[src/haptic_loop_pkg.sv]
// Purpose: Shared constants for the haptic loop control front end.
// Assumes: Registers sit one per 32-bit word, byte address = 4 * index.
// Notes: Reset values are neutral starting points, not tuned for any actuator.
package haptic_loop_pkg;
    // Register indices
    localparam logic [5:0] IDX_STATUS = 6'h00;
    localparam logic [5:0] IDX_MODE = 6'h01;
    localparam logic [5:0] IDX_LIBRARY = 6'h03;
    localparam logic [5:0] IDX_GO = 6'h0C;
    localparam logic [5:0] IDX_RATED = 6'h16;
    localparam logic [5:0] IDX_OD_LIMIT = 6'h17;
    localparam logic [5:0] IDX_COMP = 6'h18;
    localparam logic [5:0] IDX_BEMF_NORM = 6'h19;
    localparam logic [5:0] IDX_FEEDBACK = 6'h1A;
    localparam logic [5:0] IDX_CTRL1 = 6'h1B;
    localparam logic [5:0] IDX_CTRL2 = 6'h1C;
    localparam logic [5:0] IDX_CTRL3 = 6'h1D;
    localparam logic [5:0] IDX_PERIOD = 6'h22;
    // Field positions
    localparam int STATUS_BUSY = 0;
    localparam int STATUS_FAULT = 3;
    localparam int MODE_STANDBY = 6;
    localparam int FB_ACT_LRA = 7;
    localparam int FB_BRAKE_LSB = 4;
    localparam int FB_LOOP_LSB = 2;
    localparam int FB_AMP_LSB = 0;
    localparam int CTRL1_BOOST = 7;
    localparam int CTRL2_STAB = 6;
    localparam int CTRL2_SAMPLE_LSB = 4;
    localparam int CTRL2_CALT_LSB = 2;
    localparam int CTRL3_ERM_OL = 5;
    localparam int CTRL3_DOUBLE = 2;
    localparam int CTRL3_LRA_OL = 0;
    // Reset values
    localparam logic [7:0] RST_MODE = 8'h40;
    localparam logic [2:0] RST_LIBRARY = 3'h1;
    localparam logic [7:0] RST_RATED = 8'h80;
    localparam logic [7:0] RST_OD_LIMIT = 8'hC0;
    localparam logic [7:0] RST_COMP = 8'h00;
    localparam logic [7:0] RST_BEMF_NORM = 8'h80;
    localparam logic [7:0] RST_FEEDBACK = 8'h24;
    localparam logic [7:0] RST_CTRL1 = 8'h80;
    localparam logic [7:0] RST_CTRL2 = 8'h10;
    localparam logic [7:0] RST_CTRL3 = 8'h00;
    // Interface modes and run sequencer
    typedef enum logic [2:0] {
        MODE_INTERNAL = 3'b000,
        MODE_PWM = 3'b011,
        MODE_DIAG = 3'b110,
        MODE_AUTOCAL = 3'b111
    } mode_t;
    typedef enum logic [1:0] {
        SEQ_IDLE = 2'b00,
        SEQ_CAL = 2'b01,
        SEQ_DIAG = 2'b10
    } seq_t;
    // Timing
    localparam int unsigned CLK_KHZ = 125000;
    localparam int unsigned CAL_MS_0 = 150;
    localparam int unsigned CAL_MS_1 = 250;
    localparam int unsigned CAL_MS_2 = 500;
    localparam int unsigned CAL_MS_3 = 1000;
    localparam int unsigned DIAG_MS = 10;
    localparam logic [6:0] PWM_HALF_DIV = 7'd64;
    localparam logic [7:0] SAMPLE_HALF = 8'h80;
    localparam logic [2:0] BOOST_SAMPLES = 3'd4;
    // Loop and diagnostic thresholds
    localparam logic [7:0] DIAG_LEVEL = 8'h40;
    localparam logic [7:0] OPEN_LIMIT = 8'hF0;
    localparam logic [7:0] SHORT_LIMIT = 8'h04;
    localparam logic [7:0] CAL_MIN_BEMF = 8'h08;
    localparam logic [11:0] BRAKE_NEAR = 12'h010;
    localparam logic [4:0] BRAKE_MULT [0:7] = '{5'd1, 5'd2, 5'd3, 5'd4, 5'd6, 5'd8, 5'd16, 5'd0};
endpackage : haptic_loop_pkg

[src/haptic_loop_control_frontend.sv]
// Purpose: Feedback loop, calibration, diagnostics and PWM front end of a haptic driver.
// Assumes: backemf_level, backemf_positive and load_impedance come from hclk-domain sense logic.
// Notes: AHB-Lite slave; writes take no wait state, reads take one.
// Behaviour
// - Resonance period readable, updated only while tracking.
// - Startup boost doubles loop gain early.
// - Three-bit field sets brake to drive gain.
// - Stabilizer halves gain as braking ends.
// - Full scale gives rated level, clamp limits.
// - Failed calibration sets fault flag.
// - Calibration stores resistive-loss compensation factor.
// - Calibration stores back-EMF normalization factor.
// - Two-bit field selects calibration duration.
// - Two-bit field selects loop gain.
// - Amp gain field, written by calibration.
// - Longer sample time raises back-EMF gain.
// - Sample once per period, twice optionally.
// - Diagnostic flags open or shorted actuator.
// - Open-loop LRA commutates at PWM/128.
// - ERM open-loop amplitude follows duty, clamp scaled.
// - Three-bit mode field selects interface.
// - PWM mode drives continuously until standby.
// - LRA PWM tracks resonance unless open-loop.
// - Library select register picks ROM library.
`timescale 1ns/1ns
module haptic_loop_control_frontend
    import haptic_loop_pkg::*;
#(
    parameter int unsigned CAL_CYC_0 = CAL_MS_0 * CLK_KHZ,
    parameter int unsigned CAL_CYC_1 = CAL_MS_1 * CLK_KHZ,
    parameter int unsigned CAL_CYC_2 = CAL_MS_2 * CLK_KHZ,
    parameter int unsigned CAL_CYC_3 = CAL_MS_3 * CLK_KHZ,
    parameter int unsigned DIAG_CYC = DIAG_MS * CLK_KHZ
) (
    input wire logic hclk,
    input wire logic hresetn,
    input wire logic hsel,
    input wire logic [31:0] haddr,
    input wire logic [1:0] htrans,
    input wire logic hwrite,
    input wire logic [2:0] hsize,
    input wire logic [31:0] hwdata,
    input wire logic hready,
    output logic hreadyout,
    output logic hresp,
    output logic [31:0] hrdata,
    input wire logic input_trigger_pin,
    input wire logic [7:0] backemf_level,
    input wire logic backemf_positive,
    input wire logic [7:0] load_impedance,
    output logic [7:0] drive_level,
    output logic drive_polarity,
    output logic drive_en,
    output logic backemf_sample,
    output logic [2:0] rom_library,
    output logic [1:0] backemf_amp_gain
);
    // Bus state
    logic rd_pend_q, wr_pend_q, hready_q, map_ok_q;
    logic [5:0] addr_q;
    logic [31:0] hrdata_q;
    logic [7:0] reg_rd;
    logic wr_en;
    logic [7:0] wdat;
    // Registers
    logic [7:0] mode_q, rated_q, od_q, comp_q, norm_q, fb_q, ctrl1_q, ctrl2_q, ctrl3_q;
    logic [7:0] period_q;
    logic [2:0] library_q;
    logic fault_q;
    // Sequencer
    seq_t seq_q;
    logic [26:0] seq_cnt_q, seq_limit;
    logic [7:0] peak_q;
    logic seq_done, go_start, go_abort;
    // Pin input
    logic [2:0] pin_sync_q;
    logic pin_q, pin_prev_q, pin_rise;
    logic [7:0] win_q, duty_q;
    logic [8:0] acc_q;
    logic [5:0] edge_cnt_q;
    logic ol_phase_q;
    // Loop
    logic [7:0] samp_cnt_q;
    logic sample_now;
    logic [2:0] boost_cnt_q;
    logic phase_prev_q;
    logic [15:0] half_cnt_q;
    logic signed [9:0] acc_drive_q;
    logic running, pwm_mode, is_lra, closed_loop, braking;
    logic [11:0] target, est;
    logic signed [12:0] err;
    logic [9:0] gain;
    logic signed [23:0] step_prod;
    logic signed [13:0] sum;
    logic signed [9:0] drive_next;
    logic [7:0] ol_level;
    logic [7:0] drive_level_q;
    logic drive_pol_q, drive_en_q, sample_q;

    assign hreadyout = hready_q;
    assign hresp = 1'b0;
    assign hrdata = hrdata_q;
    assign drive_level = drive_level_q;
    assign drive_polarity = drive_pol_q;
    assign drive_en = drive_en_q;
    assign backemf_sample = sample_q;
    assign rom_library = library_q;
    assign backemf_amp_gain = fb_q[FB_AMP_LSB +: 2];

    // AHB-Lite slave; reads wait one cycle so a write just before is visible
    always_ff @(posedge hclk or negedge hresetn) begin
        if (!hresetn) begin
            rd_pend_q <= 1'b0;
            wr_pend_q <= 1'b0;
            hready_q <= 1'b1;
            map_ok_q <= 1'b0;
            addr_q <= 6'h00;
            hrdata_q <= 32'h0000_0000;
        end else begin
            if (rd_pend_q) begin
                hrdata_q <= {24'h00_0000, reg_rd};
                hready_q <= 1'b1;
            end
            if (hsel && htrans[1] && hready) begin
                wr_pend_q <= hwrite;
                rd_pend_q <= !hwrite;
                hready_q <= hwrite;
                addr_q <= haddr[7:2];
                map_ok_q <= (haddr[31:8] == 24'h00_0000) && (hsize == 3'b010);
            end else begin
                wr_pend_q <= 1'b0;
                rd_pend_q <= 1'b0;
            end
        end
    end

    assign wr_en = wr_pend_q && map_ok_q;
    assign wdat = hwdata[7:0];

    always_comb begin
        reg_rd = 8'h00;
        if (map_ok_q) begin
            case (addr_q)
                IDX_STATUS: begin
                    reg_rd[STATUS_FAULT] = fault_q;
                    reg_rd[STATUS_BUSY] = (seq_q != SEQ_IDLE);
                end
                IDX_MODE: reg_rd = mode_q;
                IDX_LIBRARY: reg_rd = {5'h00, library_q};
                IDX_GO: reg_rd = {7'h00, (seq_q != SEQ_IDLE)};
                IDX_RATED: reg_rd = rated_q;
                IDX_OD_LIMIT: reg_rd = od_q;
                IDX_COMP: reg_rd = comp_q;
                IDX_BEMF_NORM: reg_rd = norm_q;
                IDX_FEEDBACK: reg_rd = fb_q;
                IDX_CTRL1: reg_rd = ctrl1_q;
                IDX_CTRL2: reg_rd = ctrl2_q;
                IDX_CTRL3: reg_rd = ctrl3_q;
                IDX_PERIOD: reg_rd = period_q;
                default: reg_rd = 8'h00;
            endcase
        end
    end

    // Plain software registers
    always_ff @(posedge hclk or negedge hresetn) begin
        if (!hresetn) begin
            mode_q <= RST_MODE;
            library_q <= RST_LIBRARY;
            rated_q <= RST_RATED;
            od_q <= RST_OD_LIMIT;
            ctrl1_q <= RST_CTRL1;
            ctrl2_q <= RST_CTRL2;
            ctrl3_q <= RST_CTRL3;
        end else if (wr_en) begin
            case (addr_q)
                IDX_MODE: mode_q <= wdat;
                IDX_LIBRARY: library_q <= wdat[2:0];
                IDX_RATED: rated_q <= wdat;
                IDX_OD_LIMIT: od_q <= wdat;
                IDX_CTRL1: ctrl1_q <= wdat;
                IDX_CTRL2: ctrl2_q <= wdat;
                IDX_CTRL3: ctrl3_q <= wdat;
                default: ;
            endcase
        end
    end

    // Calibration results win over a software write in the same cycle
    always_ff @(posedge hclk or negedge hresetn) begin
        if (!hresetn) begin
            comp_q <= RST_COMP;
            norm_q <= RST_BEMF_NORM;
            fb_q <= RST_FEEDBACK;
        end else if (seq_q == SEQ_CAL && seq_done && peak_q >= CAL_MIN_BEMF) begin
            comp_q <= load_impedance;
            norm_q <= rated_q;
            fb_q[FB_AMP_LSB +: 2] <= peak_q[7] ? 2'd0 : peak_q[6] ? 2'd1 :
                                     peak_q[5] ? 2'd2 : 2'd3;
        end else if (wr_en) begin
            if (addr_q == IDX_COMP) comp_q <= wdat;
            if (addr_q == IDX_BEMF_NORM) norm_q <= wdat;
            if (addr_q == IDX_FEEDBACK) fb_q <= wdat;
        end
    end

    // Calibration and diagnostic sequencer
    always_comb begin
        case (ctrl2_q[CTRL2_CALT_LSB +: 2])
            2'd0: seq_limit = 27'(CAL_CYC_0);
            2'd1: seq_limit = 27'(CAL_CYC_1);
            2'd2: seq_limit = 27'(CAL_CYC_2);
            default: seq_limit = 27'(CAL_CYC_3);
        endcase
        if (seq_q == SEQ_DIAG) seq_limit = 27'(DIAG_CYC);
    end

    assign seq_done = (seq_q != SEQ_IDLE) && (seq_cnt_q >= seq_limit - 27'd1);
    assign go_start = wr_en && addr_q == IDX_GO && wdat[0] && !mode_q[MODE_STANDBY];
    assign go_abort = wr_en && addr_q == IDX_GO && !wdat[0];

    always_ff @(posedge hclk or negedge hresetn) begin
        if (!hresetn) begin
            seq_q <= SEQ_IDLE;
            seq_cnt_q <= 27'd0;
            peak_q <= 8'h00;
        end else begin
            case (seq_q)
                SEQ_IDLE: begin
                    seq_cnt_q <= 27'd0;
                    peak_q <= 8'h00;
                    if (go_start && mode_q[2:0] == MODE_AUTOCAL) seq_q <= SEQ_CAL;
                    if (go_start && mode_q[2:0] == MODE_DIAG) seq_q <= SEQ_DIAG;
                end
                SEQ_CAL, SEQ_DIAG: begin
                    seq_cnt_q <= seq_cnt_q + 27'd1;
                    // Peak only over the second half, once the actuator has settled
                    if (seq_cnt_q >= (seq_limit >> 1) && backemf_level > peak_q)
                        peak_q <= backemf_level;
                    if (seq_done || go_abort || mode_q[MODE_STANDBY]) seq_q <= SEQ_IDLE;
                end
                default: seq_q <= SEQ_IDLE;
            endcase
        end
    end

    // Fault flag moves only when a run completes
    always_ff @(posedge hclk or negedge hresetn) begin
        if (!hresetn) begin
            fault_q <= 1'b0;
        end else if (seq_done && !go_abort) begin
            if (seq_q == SEQ_CAL)
                fault_q <= peak_q < CAL_MIN_BEMF;
            else
                fault_q <= load_impedance >= OPEN_LIMIT || load_impedance <= SHORT_LIMIT;
        end
    end

    // Pin synchroniser: a change counts once the second and third stages agree
    always_ff @(posedge hclk or negedge hresetn) begin
        if (!hresetn) begin
            pin_sync_q <= 3'b000;
            pin_q <= 1'b0;
            pin_prev_q <= 1'b0;
        end else begin
            pin_sync_q <= {pin_sync_q[1:0], input_trigger_pin};
            if (pin_sync_q[1] == pin_sync_q[2]) pin_q <= pin_sync_q[2];
            pin_prev_q <= pin_q;
        end
    end

    assign pin_rise = pin_q && !pin_prev_q;

    // Duty measured over a fixed 256-cycle window; slow PWM reads as ripple
    always_ff @(posedge hclk or negedge hresetn) begin
        if (!hresetn) begin
            win_q <= 8'h00;
            acc_q <= 9'h000;
            duty_q <= 8'h00;
        end else begin
            win_q <= win_q + 8'h01;
            if (win_q == 8'hFF) begin
                duty_q <= acc_q[8] ? 8'hFF : acc_q[7:0];
                acc_q <= {8'h00, pin_q};
            end else begin
                acc_q <= acc_q + {8'h00, pin_q};
            end
        end
    end

    // Open-loop commutation: half an output period every 64 input edges
    always_ff @(posedge hclk or negedge hresetn) begin
        if (!hresetn) begin
            edge_cnt_q <= 6'h00;
            ol_phase_q <= 1'b0;
        end else if (pin_rise) begin
            edge_cnt_q <= edge_cnt_q + 6'h01;
            if (edge_cnt_q == 6'(PWM_HALF_DIV - 7'd1)) ol_phase_q <= !ol_phase_q;
        end
    end

    assign running = !mode_q[MODE_STANDBY] &&
                     (mode_q[2:0] == MODE_PWM || seq_q != SEQ_IDLE);
    assign pwm_mode = mode_q[2:0] == MODE_PWM;
    assign is_lra = fb_q[FB_ACT_LRA];
    assign closed_loop = seq_q == SEQ_CAL || (pwm_mode && seq_q == SEQ_IDLE &&
                         !(is_lra ? ctrl3_q[CTRL3_LRA_OL] : ctrl3_q[CTRL3_ERM_OL]));

    // Back-EMF sample strobe, one or two per drive period
    assign sample_now = samp_cnt_q == 8'h00 ||
                        (ctrl3_q[CTRL3_DOUBLE] && samp_cnt_q == SAMPLE_HALF);

    always_ff @(posedge hclk or negedge hresetn) begin
        if (!hresetn) begin
            samp_cnt_q <= 8'h00;
            boost_cnt_q <= 3'd0;
        end else begin
            samp_cnt_q <= samp_cnt_q + 8'h01;
            if (!running) boost_cnt_q <= 3'd0;
            else if (sample_now && boost_cnt_q < BOOST_SAMPLES) boost_cnt_q <= boost_cnt_q + 3'd1;
        end
    end

    // Loop arithmetic
    always_comb begin
        if (seq_q == SEQ_CAL) target = {4'h0, rated_q};
        else target = 12'((16'(duty_q) * 16'(rated_q) + 16'(rated_q)) >> 8);
        est = 12'(((22'(backemf_level) * 22'(norm_q)) <<
              (3'(fb_q[FB_AMP_LSB +: 2]) + 3'(ctrl2_q[CTRL2_SAMPLE_LSB +: 2]))) >> 10);
        err = $signed({1'b0, target}) - $signed({1'b0, est});
        braking = err < 0;
        gain = 10'd1 << fb_q[FB_LOOP_LSB +: 2];
        if (ctrl1_q[CTRL1_BOOST] && boost_cnt_q < BOOST_SAMPLES)
            gain = gain << 1;
        if (braking)
            gain = 10'(gain * BRAKE_MULT[fb_q[FB_BRAKE_LSB +: 3]]);
        if (braking && ctrl2_q[CTRL2_STAB] && est < BRAKE_NEAR)
            gain = gain >> 1;
        step_prod = $signed({{11{err[12]}}, err}) * $signed({14'h0000, gain});
        sum = 14'(step_prod >>> 4) + 14'(acc_drive_q);
        if (sum > $signed({6'h00, od_q})) drive_next = $signed({2'b00, od_q});
        else if (sum < -$signed({6'h00, od_q})) drive_next = -$signed({2'b00, od_q});
        else drive_next = 10'(sum);
        ol_level = 8'((16'(duty_q) * 16'(od_q) + 16'(od_q)) >> 8);
    end

    // Drive state and outputs
    always_ff @(posedge hclk or negedge hresetn) begin
        if (!hresetn) begin
            acc_drive_q <= 10'sd0;
            drive_level_q <= 8'h00;
            drive_pol_q <= 1'b0;
            drive_en_q <= 1'b0;
            sample_q <= 1'b0;
        end else begin
            sample_q <= running && closed_loop && sample_now;
            drive_en_q <= running;
            if (!running || !closed_loop) acc_drive_q <= 10'sd0;
            else if (sample_now) acc_drive_q <= drive_next;
            if (!running) begin
                drive_level_q <= 8'h00;
                drive_pol_q <= 1'b0;
            end else if (seq_q == SEQ_DIAG) begin
                drive_level_q <= DIAG_LEVEL;
                drive_pol_q <= 1'b0;
            end else if (!closed_loop) begin
                drive_level_q <= ol_level;
                drive_pol_q <= is_lra && ol_phase_q;
            end else begin
                drive_level_q <= acc_drive_q[9] ? 8'(-acc_drive_q) : acc_drive_q[7:0];
                drive_pol_q <= (is_lra && backemf_positive) ^ acc_drive_q[9];
            end
        end
    end

    // Resonance period: half-cycle length between phase flips, held when not tracking
    always_ff @(posedge hclk or negedge hresetn) begin
        if (!hresetn) begin
            phase_prev_q <= 1'b0;
            half_cnt_q <= 16'h0000;
            period_q <= 8'h00;
        end else begin
            phase_prev_q <= backemf_positive;
            if (backemf_positive != phase_prev_q) begin
                half_cnt_q <= 16'h0000;
                if (running && closed_loop && is_lra && !braking)
                    period_q <= half_cnt_q[15] ? 8'hFF : half_cnt_q[14:7];
            end else if (half_cnt_q != 16'hFFFF) begin
                half_cnt_q <= half_cnt_q + 16'h0001;
            end
        end
    end
endmodule : haptic_loop_control_frontend

[config.mk]
export PLATFORM = sky130hd
export DESIGN_NAME = haptic_loop_control_frontend
export DESIGN_NICKNAME = d
export VERILOG_FILES = /design/src/haptic_loop_pkg.sv /design/src/haptic_loop_control_frontend.sv
export SDC_FILE = /design/constraint.sdc
export NUM_CORES = 1
export LEC_CHECK = 0
export BUFFER_PORTS_ARGS = -buffer_cell sky130_fd_sc_hd__buf_2
export CELL_PAD_IN_SITES_DETAIL_PLACEMENT = 1
export CELL_PAD_IN_SITES_GLOBAL_PLACEMENT = 2
export CORE_MARGIN = 5
export CORE_UTILIZATION = 36
export DETAILED_ROUTE_END_ITERATION = 10
export PLACE_DENSITY = 0.87
export SLEW_MARGIN = 20
export SYNTH_ARGS = -nofsm -noshare
export SYNTH_HDL_FRONTEND = slang
export SYNTH_SLANG_ARGS = --single-unit
export TNS_END_PERCENT = 10
[constraint.sdc]
create_clock -name hclk -period 14.6 [get_ports hclk]
set_input_delay 1.46 -clock hclk [delete_from_list [all_inputs] [get_ports hclk]]
set_output_delay 1.46 -clock hclk [all_outputs]
set_load 0.01 [all_outputs]
# Word level (Yosys, flattened, before mapping)

Memories as Yosys holds them, arrays and structs flattened.
Index checks and enable logic that the tools add are counted.

Div/mod/pow operators: 0
$add $sub $neg: 16
Shift-type cells: 2
Bitwise operators: 3
Magnitude comparators: 13
Equality and inequality tests: 30
Multiply operators: 5
Reduce and logical (&&, ||, !) cells: 78
Multiplexer cells: 56

Operator list:

| cell                    | number |
|---|---|
| $mux W8                 | 15 |
| $pmux W27 S3            | 1 |
| $mux W10                | 7 |
| $pmux W27 S2            | 1 |
| $eq A6 B5 Y1 const B    | 8 |
| $mul A8 B8 Y16          | 3 |
| $pmux W4 S10            | 1 |
| $add A16 B8 Y16         | 2 |
| $mux W16                | 2 |
| $logic_and A1 B1 Y1     | 30 |
| $reduce_and A2 Y1       | 14 |
| $add A27 B1 Y27 const B | 1 |
| $ge A27 B26 Y1          | 1 |
| $ge A27 B27 Y1          | 1 |
| $mux W27                | 1 |
| $sub A27 B1 Y27 const B | 1 |
| $logic_not A24 Y1       | 1 |
| $pmux W2 S11            | 1 |
| $shl A16 B3 Y22         | 1 |
| $mul A13 B11 Y18        | 1 |
| $reduce_bool A2 Y1      | 9 |
| $add A16 B1 Y16 const B | 1 |
| $add A8 B1 Y8 const B   | 2 |
| $eq A8 B8 Y1 const B    | 2 |
| 55 further kinds        | 96 |

Latch bits: 0
Bits in registers: 225
Bits in writable memories: 0
Word-level logic and storage cells: 243
Memory bits (read-only): 40
Memories kept: 1
Output and inout bits: 50

Memory list:

| memory           | words | width | read ports | clocked after Yosys merged registers in | write ports | RTL line                            | text |
|---|---|---|---|---|---|---|---|
| (name not given) | 8     | 5     | 1          | 0                                       | 0           | haptic_loop_control_frontend.sv:336 | `gain = 10'(gain * BRAKE_MULT[fb_q[FB_BRAKE_LSB +: 3]]);` |

# Logic depth before layout (Yosys ltp)

Gate-level depths: netlist of the first run.

Word-level depth: 15
Mapped depth: 75
Gate-level depth less buffers: 71

# Worst setup path before layout of the first run

Ideal clock, no wire load.

Kind: in2reg
From: in backemf_level[1]
To: reg acc_drive_q[1]
Data required time: 14.513 ns
Arrival: 16.485 ns
Buffers on the path: 4
Setup slack: -1.972 ns
Stages: 64
Cells stage by stage: and2_1 -> fa_1 -> fa_1 -> fa_1 -> inv_1 -> fa_1 -> inv_1 -> ha_1 -> buf_4 -> nand2_2 -> o31a_4 -> xnor2_1 -> a21oi_1 -> nor2_1 -> o2bb2ai_1 -> nor2_1 -> a21oi_1 -> ha_1 -> [28 not listed] -> a21oi_1 -> xnor2_1 -> ha_1 -> a21oi_1 -> o21ai_0 -> nand4_1 -> nand4b_1 -> a21oi_1 -> xnor2_1 -> xnor2_2 -> xnor3_2 -> ha_1 -> nand2_1 -> o221ai_1 -> dlygate4sd3_1 -> mux2i_1 -> mux2i_1 -> a211oi_2

Longest elaborated chain between the ends: 14
Elaborated cells on any way between the ends: 17

RTL lines:

| what                              | RTL line                            | text |
|---|---|---|
| from (decl)                       | haptic_loop_control_frontend.sv:48  | `input wire logic [7:0] backemf_level,` |
| $mul A8 B8 Y16 (*)                | haptic_loop_control_frontend.sv:328 | `est = 12'(((22'(backemf_level) * 22'(norm_q)) <<` |
| $shl A16 B3 Y22 (*)               | haptic_loop_control_frontend.sv:328 |  |
| $sub A8 B12 Y13                   | haptic_loop_control_frontend.sv:330 | `err = $signed({1'b0, target}) - $signed({1'b0, est});` |
| $lt A13 B1 Y1                     | haptic_loop_control_frontend.sv:331 | `braking = err < 0;` |
| $logic_and A1 B1 Y1 (2 in series) | haptic_loop_control_frontend.sv:337 | `if (braking && ctrl2_q[CTRL2_STAB] && est < BRAKE_NEAR)` |
| $mux W10                          | haptic_loop_control_frontend.sv:337 |  |
| $mul A13 B11 Y18 (*)              | haptic_loop_control_frontend.sv:339 | `step_prod = $signed({{11{err[12]}}, err}) * $signed({14'h0000, gain});` |
| $add A14 B10 Y14 (*)              | haptic_loop_control_frontend.sv:340 | `sum = 14'(step_prod >>> 4) + 14'(acc_drive_q);` |
| $lt A14 B14 Y1                    | haptic_loop_control_frontend.sv:342 | `else if (sum < -$signed({6'h00, od_q})) drive_next = -$signed({2'b00, od_q});` |
| $mux W10                          | haptic_loop_control_frontend.sv:342 |  |
| $mux W10 (*)                      | haptic_loop_control_frontend.sv:341 | `if (sum > $signed({6'h00, od_q})) drive_next = $signed({2'b00, od_q});` |
| $mux W10 (*)                      | haptic_loop_control_frontend.sv:359 | `else if (sample_now) acc_drive_q <= drive_next;` |
| $mux W10 (*)                      | haptic_loop_control_frontend.sv:358 | `if (!running \|\| !closed_loop) acc_drive_q <= 10'sd0;` |
| to (signal assigned)              | haptic_loop_control_frontend.sv:359 |  |
| to (decl)                         | haptic_loop_control_frontend.sv:88  | `logic signed [9:0] acc_drive_q;` |

Mark *: on every way between the ends. The rest lies on a longest branch, timed or not. The select of a mux whose other input is x is not followed.
A chain may end at the register's enable or synchronous reset.

# Worst setup path in the final report of the first run

From: reg rated_q[0]
To: reg acc_drive_q[7]

Longest elaborated chain between the ends: 15
Elaborated cells on any way between the ends: 17

RTL lines:

| what                              | RTL line                            | text |
|---|---|---|
| from (decl)                       | haptic_loop_control_frontend.sv:66  | `logic [7:0] mode_q, rated_q, od_q, comp_q, norm_q, fb_q, ctrl1_q, ctrl2_q, ctrl3_q;` |
| from (signal assigned)            | haptic_loop_control_frontend.sv:179 | `IDX_RATED: rated_q <= wdat;` |
| $mul A8 B8 Y16                    | haptic_loop_control_frontend.sv:327 | `else target = 12'((16'(duty_q) * 16'(rated_q) + 16'(rated_q)) >> 8);` |
| $add A16 B8 Y16                   | haptic_loop_control_frontend.sv:327 |  |
| $mux W8 (*)                       | haptic_loop_control_frontend.sv:326 | `if (seq_q == SEQ_CAL) target = {4'h0, rated_q};` |
| $sub A8 B12 Y13 (*)               | haptic_loop_control_frontend.sv:330 |  |
| $lt A13 B1 Y1                     | haptic_loop_control_frontend.sv:331 |  |
| $logic_and A1 B1 Y1 (2 in series) | haptic_loop_control_frontend.sv:337 |  |
| $mux W10                          | haptic_loop_control_frontend.sv:337 |  |
| $mul A13 B11 Y18 (*)              | haptic_loop_control_frontend.sv:339 |  |
| $add A14 B10 Y14 (*)              | haptic_loop_control_frontend.sv:340 |  |
| $lt A14 B14 Y1                    | haptic_loop_control_frontend.sv:342 |  |
| $mux W10                          | haptic_loop_control_frontend.sv:342 |  |
| $mux W10 (*)                      | haptic_loop_control_frontend.sv:341 |  |
| $mux W10 (*)                      | haptic_loop_control_frontend.sv:359 |  |
| $mux W10 (*)                      | haptic_loop_control_frontend.sv:358 |  |

Marks and branches as above.

==> key figures, run 1 <==
Flow run
  • Max Cap Viol: 0

Detailed routing
  • Antenna Nets Post-Route: 0
  • Routed via count: about 22,000
  • Initial DRC count: 1,048
  • Drt first pass iters: 5
  • # DRC: 0
  • Routed WL: 78,130 um
  • Vias/cell: 5.201
  • Routed wire per std cell: approximately 19 um

Worst setup path
  • FF-to-FF setup slack: 0.02 ns
  • Startpoint types: flip-flop
  • Critical path peak fanout: 8
  • Critical path required time: 15.02 ns
  • Crit Reg-Reg Startpoint: rated_q[0]
  • Worst Setup Path Type: flip-flop to flip-flop
  • Critical R2R Capture: acc_drive_q[7]
  • Crit end category: flip-flop
  • Worst path slowest cell: fa_1
  • FF-to-FF path depth: 73
  • Critical path arrival: 15.01 ns
  • Crit-path max cell delay: 0.54 ns

STA
  • Final count of hold timing violations: 0
  • Final Slew Violations: 0
  • RSZ-0062 raised after global routing: yes
  • Finish-stage setup viols: 0
  • Clock Skews: 0.01667 ns
  • Worst Tran Pin Value: between 0.9 and 1 ns
  • Fmax: just under 70 MHz
  • Crit path time final: 14.58 ns
  • Hold WS: 0.3556 ns
  • Period utilisation layout: 99.87%
  • Slew headroom: 34.11%

Layout
  • FILL cells: between 8,000 and 9,000
  • Nets: around 3,800
  • Flip-flop and latch area: 0.005645 mm^2
  • Footprint of the multi-input gates: between 0.015 and 0.02 mm^2
  • Share of layout cells above drive strength 1: 19.11%
  • Layout Cells excl Fill: ~4,200
  • Area grow syn2layout: 17.71%
  • Layout Utilization: 42.74%

Synth
  • Most common cell in the synthesized netlist: inv_1
  • Area contributors post-synth: dfrtp_1, fa_1, ha_1
  • Most used DFF post-synth: dfrtp_1
  • Area fraction of the dominant cell type after synthesis: 20.60%
  • Area leader, netlist: dfrtp_1
  • Post-synthesis sequential area ratio: between 20% and 30%
  • Cell area after synthesis: 0.02600 mm^2
  • Asr flop ratio synth: 100.0%
  • Number of flops mapped to enable cells by yosys: 0
  • Netlist cell types: 97
  • Synth Warn #: 0
  • Post-synth top cells: inv_1, nand2_1, ha_1
  • Mean Syn Cell Area: 8.910 um^2
  • Flop and latch count out of synthesis: 225
  • Cell count after synthesis: 2,918

Die
  • Row count: 98
  • Core area: around 0.07 mm^2
  • Die area: 0.07769 mm^2
  • Top Ports: 142
  • Die H: 278.7 um
  • Initial Util: 36.31%
  • Die Wd: 278.7 um

Worst hold path
  • Hold path depth: 0
  • Hold path start: pin_sync_q[0]
  • WHS Endpoint: pin_sync_q[1]
  • Min-Delay Path Class: flip-flop to flip-flop

Clocking
  • Clock sink count: about 230
  • Htree depth: 1
  • Clock buffer depth: 3
  • CTS tree: yes
  • Clock root buffer: clkbuf_16
  • Clock transition at path regs: 0.07 ns
  • Clock insertion delay at the later pin of the skew report: between 0.5 and 0.6 ns
  • CTS Hold Bufs: 0
  • CTS buffer count: 23

Pwr
  • Pleak: 15.36 nW
  • Pwr/cell area: 124.9 mW/mm^2
  • VDD IR max: 0.2346 mV

Outcome
  • Outcome: complete, no violations

Global route
  • Total grt overflow: 0
  • Antenna violations before repair: 6
  • Pin count of the biggest net entering global routing: about 100
  • GRT Util Overall: 19.90%
  • First-pass GRT wire length: roughly 130,000 um
  • Vias in the first global route: 23,840

Placement
  • Post-detail-place hpwl: 62,550 um
  • Placed cell count: 4,124
  • Port bufs: 89
  • Gpl congestion: 0.8762
## critical path, delay by kind of cell (launching register included)
family                     cells  cell delay, ns
xor gates and xnor gates       5            0.78
and+or+nand+nor               14            1.56
DFF                            1            0.42
muxes                          3            0.57
adders and majority gates     14            5.72
buffers and inverters         15            1.60
AOI/OAI and AO/OA             22            3.79
## power breakdown
part	internal, W	switching, W	total (W)
Sequential	0.000651	0.0000374	0.000689
Combinational	0.00124	0.00123	0.00247
Clock	0.000389	0.000274	0.000664
## worst max path at each step
stage	from	to	slack [ns]	cells after the start
4_1_cts	rated_q[1]	acc_drive_q[1]	-0.07	74
2_1_floorplan	backemf_level[3]	acc_drive_q[4]	-0.06	66
3_3_place_gp	backemf_level[2]	acc_drive_q[7]	-0.72	62
5_1_grt	rated_q[1]	acc_drive_q[1]	-0.60	75
6_report	rated_q[0]	acc_drive_q[7]	0.02	73
3_5_place_dp	backemf_level[2]	acc_drive_q[7]	-0.98	62
## layer usage
metal | vias up | global-route usage, % | routed length, um
met2 | 396 | 35.26 | 38300
met5 | - | 0 | 36
li1 | 10240 | - | -
met3 | 134 | 2.140 | 2910
met4 | 6 | 5.236 | 2293
met1 | 11000 | 26.02 | 34600
## sequential cells by signal (all words and copies together) (netlist names), 9 cells and up
name,flops
seq_cnt_q,27
acc_drive_q,10
half_cnt_q,16
acc_q,9
## through the flow
step / setup WS [ns] / power (W) / setup TNS [ns] / cell area, um^2
3_3_place_gp: -0.7246 / 0.002911 / -6.660 / 29300
6_report: 0.01893 / 0.003823 / 0 / 30600
2_1_floorplan: -0.06256 / 0.002143 / -0.1811 / 26310
5_1_grt: -0.5956 / 0.004116 / -5.465 / 30600
3_5_place_dp: -0.9840 / 0.002996 / -9.172 / 29300
4_1_cts: -0.06527 / 0.003837 / -0.07096 / 30360
## cells in the final DEF (no fill, tap or decap), types with 85 or more instances in the layout
| cell type | n |
|---|---|
| ha_1 | 267 |
| fa_1 | 211 |
| dfrtp_1 | 213 |
| nand2_1 | 297 |
| inv_1 | 383 |
| and2_1 | 114 |
| nor2_1 | 238 |
| xnor2_1 | 88 |
| buf_2 | 85 |
| buf_4 | 281 |
| o21ai_0 | 113 |
## cell families after synthesis
group | count (synthesis) | synth area share, %
other | 1 | 0.01442
and+or+nand+nor | 952 | 17.68
muxes | 123 | 5.173
adders and majority gates | 499 | 30.36
xor gates and xnor gates | 153 | 5.241
DFF | 225 | 21.71
AOI/OAI and AO/OA | 454 | 11.77
buffers and inverters | 511 | 8.056
## timing repair
action | CTS | global route
gates resized for setup | 32 | 48
gates cloned | 1 | 0
pin swaps | 25 | 14
setup buffers | 11 | 6
endpoints found under the setup margin | 10 | 10
## area by class of cell
class,instances,area share (%)
diodes,2,0.01635
clock buffers,29,2.118
clock inverters,13,0.6378
inverters,387,4.747
multi-input cells,2207,61.52
flip-flops and latches,225,18.45
well taps,950,3.884
repair buffers,373,8.627
(Power assumes the default switching activity.)
==> inputs of run 2 (changes only) <==
--- a/config.mk
+++ b/config.mk
@@ -12,6 +12,8 @@
 export CORE_UTILIZATION = 36
 export DETAILED_ROUTE_END_ITERATION = 10
 export PLACE_DENSITY = 0.87
+export REMOVE_ABC_BUFFERS = 1
+export SETUP_SLACK_MARGIN = 0.05
 export SLEW_MARGIN = 20
 export SYNTH_ARGS = -nofsm -noshare
 export SYNTH_HDL_FRONTEND = slang
==> key figures, run 2 (synthesis results as in run 1) <==
Outcome
  • Outcome: complete, no violations (unchanged)

Clocking
  • Clock transition at path regs: 0.07 ns (about the same)
  • Htree depth: 1 (unchanged)
  • Clock buffer depth: 3 (unchanged)
  • CTS Hold Bufs: 0 (unchanged)
  • CTS tree: yes (unchanged)
  • Clock root buffer: clkbuf_16 (unchanged)
  • Clock insertion delay at the later pin of the skew report: 0.58 ns (was 0.55 ns)
  • CTS buffer count: 25 (was 23)
  • Clock sink count: 225 (unchanged)

Worst setup path
  • Critical path buffers and inverters: 20 (was 15)
  • Most used cell, CP: buf_4
  • Critical path arrival: 15.01 ns (about the same)
  • Startpoint types: input pin (was flip-flop)
  • Worst path slowest cell: fa_1 (unchanged)
  • Critical path peak fanout: 8 (unchanged)
  • Critical path required time: 15.05 ns (was 15.02 ns)
  • Worst Setup Path Type: input pin to flip-flop (was flip-flop to flip-flop)
  • Crit end category: flip-flop (unchanged)
  • Crit-path leading delay family: adder cells (unchanged)
  • Crit-path max cell delay: 0.54 ns (about the same)

Layout
  • Area grow syn2layout: 19.79% (was 17.71%)
  • Nets: 3,853 (was 3,807)
  • Top flop regs: seq_cnt_q x27, half_cnt_q x16, acc_drive_q x10 (unchanged)
  • Layout Cells excl Fill: 4,234 (was 4,186)
  • Share of layout cells above drive strength 1: 21.27% (was 19.11%)
  • Reg with most FFs: seq_cnt_q (unchanged)
  • Most common cell after layout, fill and taps aside: inv_1 (unchanged)
  • Max reg flops: 27 (unchanged)
  • FILL cells: 8,494 (was 8,470)
  • Final Cell Area: 0.03114 mm^2 (was 0.03060 mm^2)
  • Most frequent cells in the layout: inv_1, buf_4, nand2_1, ha_1, nor2_1 (was inv_1, nand2_1, buf_4, ha_1, nor2_1)

STA
  • RSZ-0062 raised after global routing: yes (unchanged)
  • Crit path time final: 14.57 ns (was 14.58 ns)
  • Final Slew Violations: 0 (unchanged)
  • Slew headroom: 28.58% (was 34.11%)
  • Clock Skews: 0.03018 ns (was 0.01667 ns)
  • Finish-stage setup viols: 0 (unchanged)
  • Period utilisation layout: 99.76% (was 99.87%)
  • Fmax: 68.65 MHz (was 68.58 MHz)
  • Final count of hold timing violations: 0 (unchanged)
  • Worst Tran Pin Value: 1.063 ns (was 0.9884 ns)

Detailed routing
  • # DRC: 0 (unchanged)
  • Antenna Nets Post-Route: 0 (unchanged)
  • Drt first pass iters: 5 (unchanged)
  • Initial DRC count: 989 (was 1,048)
  • Routed via count: 22,060 (was 21,770)
  • Vias/cell: 5.209 (was 5.201)
  • Routed wire per std cell: 18.69 um (was 18.67 um)
  • Routed WL: 79,150 um (was 78,130 um)

Pwr
  • Psw: 0.001587 W (was 0.001544 W)
  • Combinational fraction of design power: 65.1% (was 64.6%)
  • VDD IR max: 0.2654 mV (was 0.2346 mV)
  • Seq pwr share: 17.6% (was 18.0%)
  • Pwr/cell area: 125.1 mW/mm^2 (was 124.9 mW/mm^2)
  • Sw frac: 40.73% (was 40.40%)
  • Internal power: 0.002310 W (was 0.002278 W)
  • Pleak: 15.60 nW (was 15.36 nW)
  • Clock power share: 17.3% (was 17.4%)

Die
  • Initial Util: 36.31% (unchanged)
  • Die H: 278.7 um (unchanged)
  • Core area: 0.07161 mm^2 (unchanged)
  • Top Ports: 142 (unchanged)
  • Die Wd: 278.7 um (unchanged)
  • Die area: 0.07769 mm^2 (unchanged)
  • Row count: 98 (unchanged)

Placement
  • Placed Area: 0.02929 mm^2 (was 0.02930 mm^2)
  • Port bufs: 89 (unchanged)
  • Post-detail-place hpwl: 62,680 um (was 62,550 um)
  • Placed cell count: 4,148 (was 4,124)
  • Gpl congestion: 0.8810 (was 0.8762)

Global route
  • Vias in the first global route: 24,100 (was 23,840)
  • Pin count of the biggest net entering global routing: 92 (was 103)
  • Total grt overflow: 0 (unchanged)
  • First-pass GRT wire length: 128,700 um (was 127,200 um)
  • Antenna violations before repair: 2 (was 6)
  • GRT Util Overall: 20.12% (was 19.90%)

Worst hold path
  • Min-Delay Path Class: flip-flop to flip-flop (unchanged)

Flow run
  • Max Cap Viol: 0 (unchanged)
[run 2: stage by stage]
stage	setup WS, ns	util [%]	power [W]	setup TNS [ns]	hold WS, ns
after floorplan	-1.982	-	0.002060	-19.41	0.3312
final	0.03440	43.49	0.003897	0	0.3488
after detailed placement	-1.492	40.90	0.002935	-14.64	0.3373
after global routing	-0.6350	43.49	0.004207	-5.926	0.3541
after global placement	-1.245	40.90	0.002875	-11.86	0.3354
after CTS	0.05586	43.08	0.003843	0	0.3518
[run 2: layout make-up]
type                    count  area (um^2)  area share [%]
clock inverters            15        188.9          0.6066
inverters                 387         1453           4.664
clock buffers              31        668.1           2.145
diodes                      2        5.005         0.01607
multi-input cells        2207        19000           61.01
well taps                 950         1189           3.816
flip-flops and latches    225         5644           18.12
repair buffers            417         2997           9.622
[run 2: layer usage]
layer	GRT usage, %	share of wire [%]	vias to the layer above
met4	5.414	2.8	2
met5	0	0.016	-
met1	26.05	43	11170
li1	-	-	10340
met2	36.49	50	406
met3	1.421	3.3	136
[run 2: worst paths after layout]
check                           cells past startpoint             start  slack [ns]        endpoint
worst max-delay path                               72  backemf_level[4]        0.03  acc_drive_q[4]
worst min-delay path                                0     pin_sync_q[0]        0.35   pin_sync_q[1]
worst max register to register                     71        rated_q[2]        0.11  acc_drive_q[4]
worst min register to register                      0     pin_sync_q[0]        0.35   pin_sync_q[1]
max in group asynchronous                           2           hresetn       12.28        drive_en
min in group asynchronous                           1           hresetn        0.87   seq_cnt_q[12]
[run 2: power by group through the flow]
| stage | Sequential [W] | Clock (W) | Combinational (W) |
|---|---|---|---|
| after floorplan | 0.000688 | 0 | 0.00137 |
| after global placement | 0.000696 | 0 | 0.00218 |
| after detailed placement | 0.000698 | 0 | 0.00224 |
| after CTS | 0.000686 | 0.000691 | 0.00247 |
| after global routing | 0.000691 | 0.000714 | 0.00280 |
| final | 0.000687 | 0.000675 | 0.00254 |
[run 2: timing repair]
item	4_1_cts	5_1_grt
setup buffers	29	9
setup endpoints to repair	10	10
cloned	1	0
pin swaps	74	62
gates resized for setup	110	61
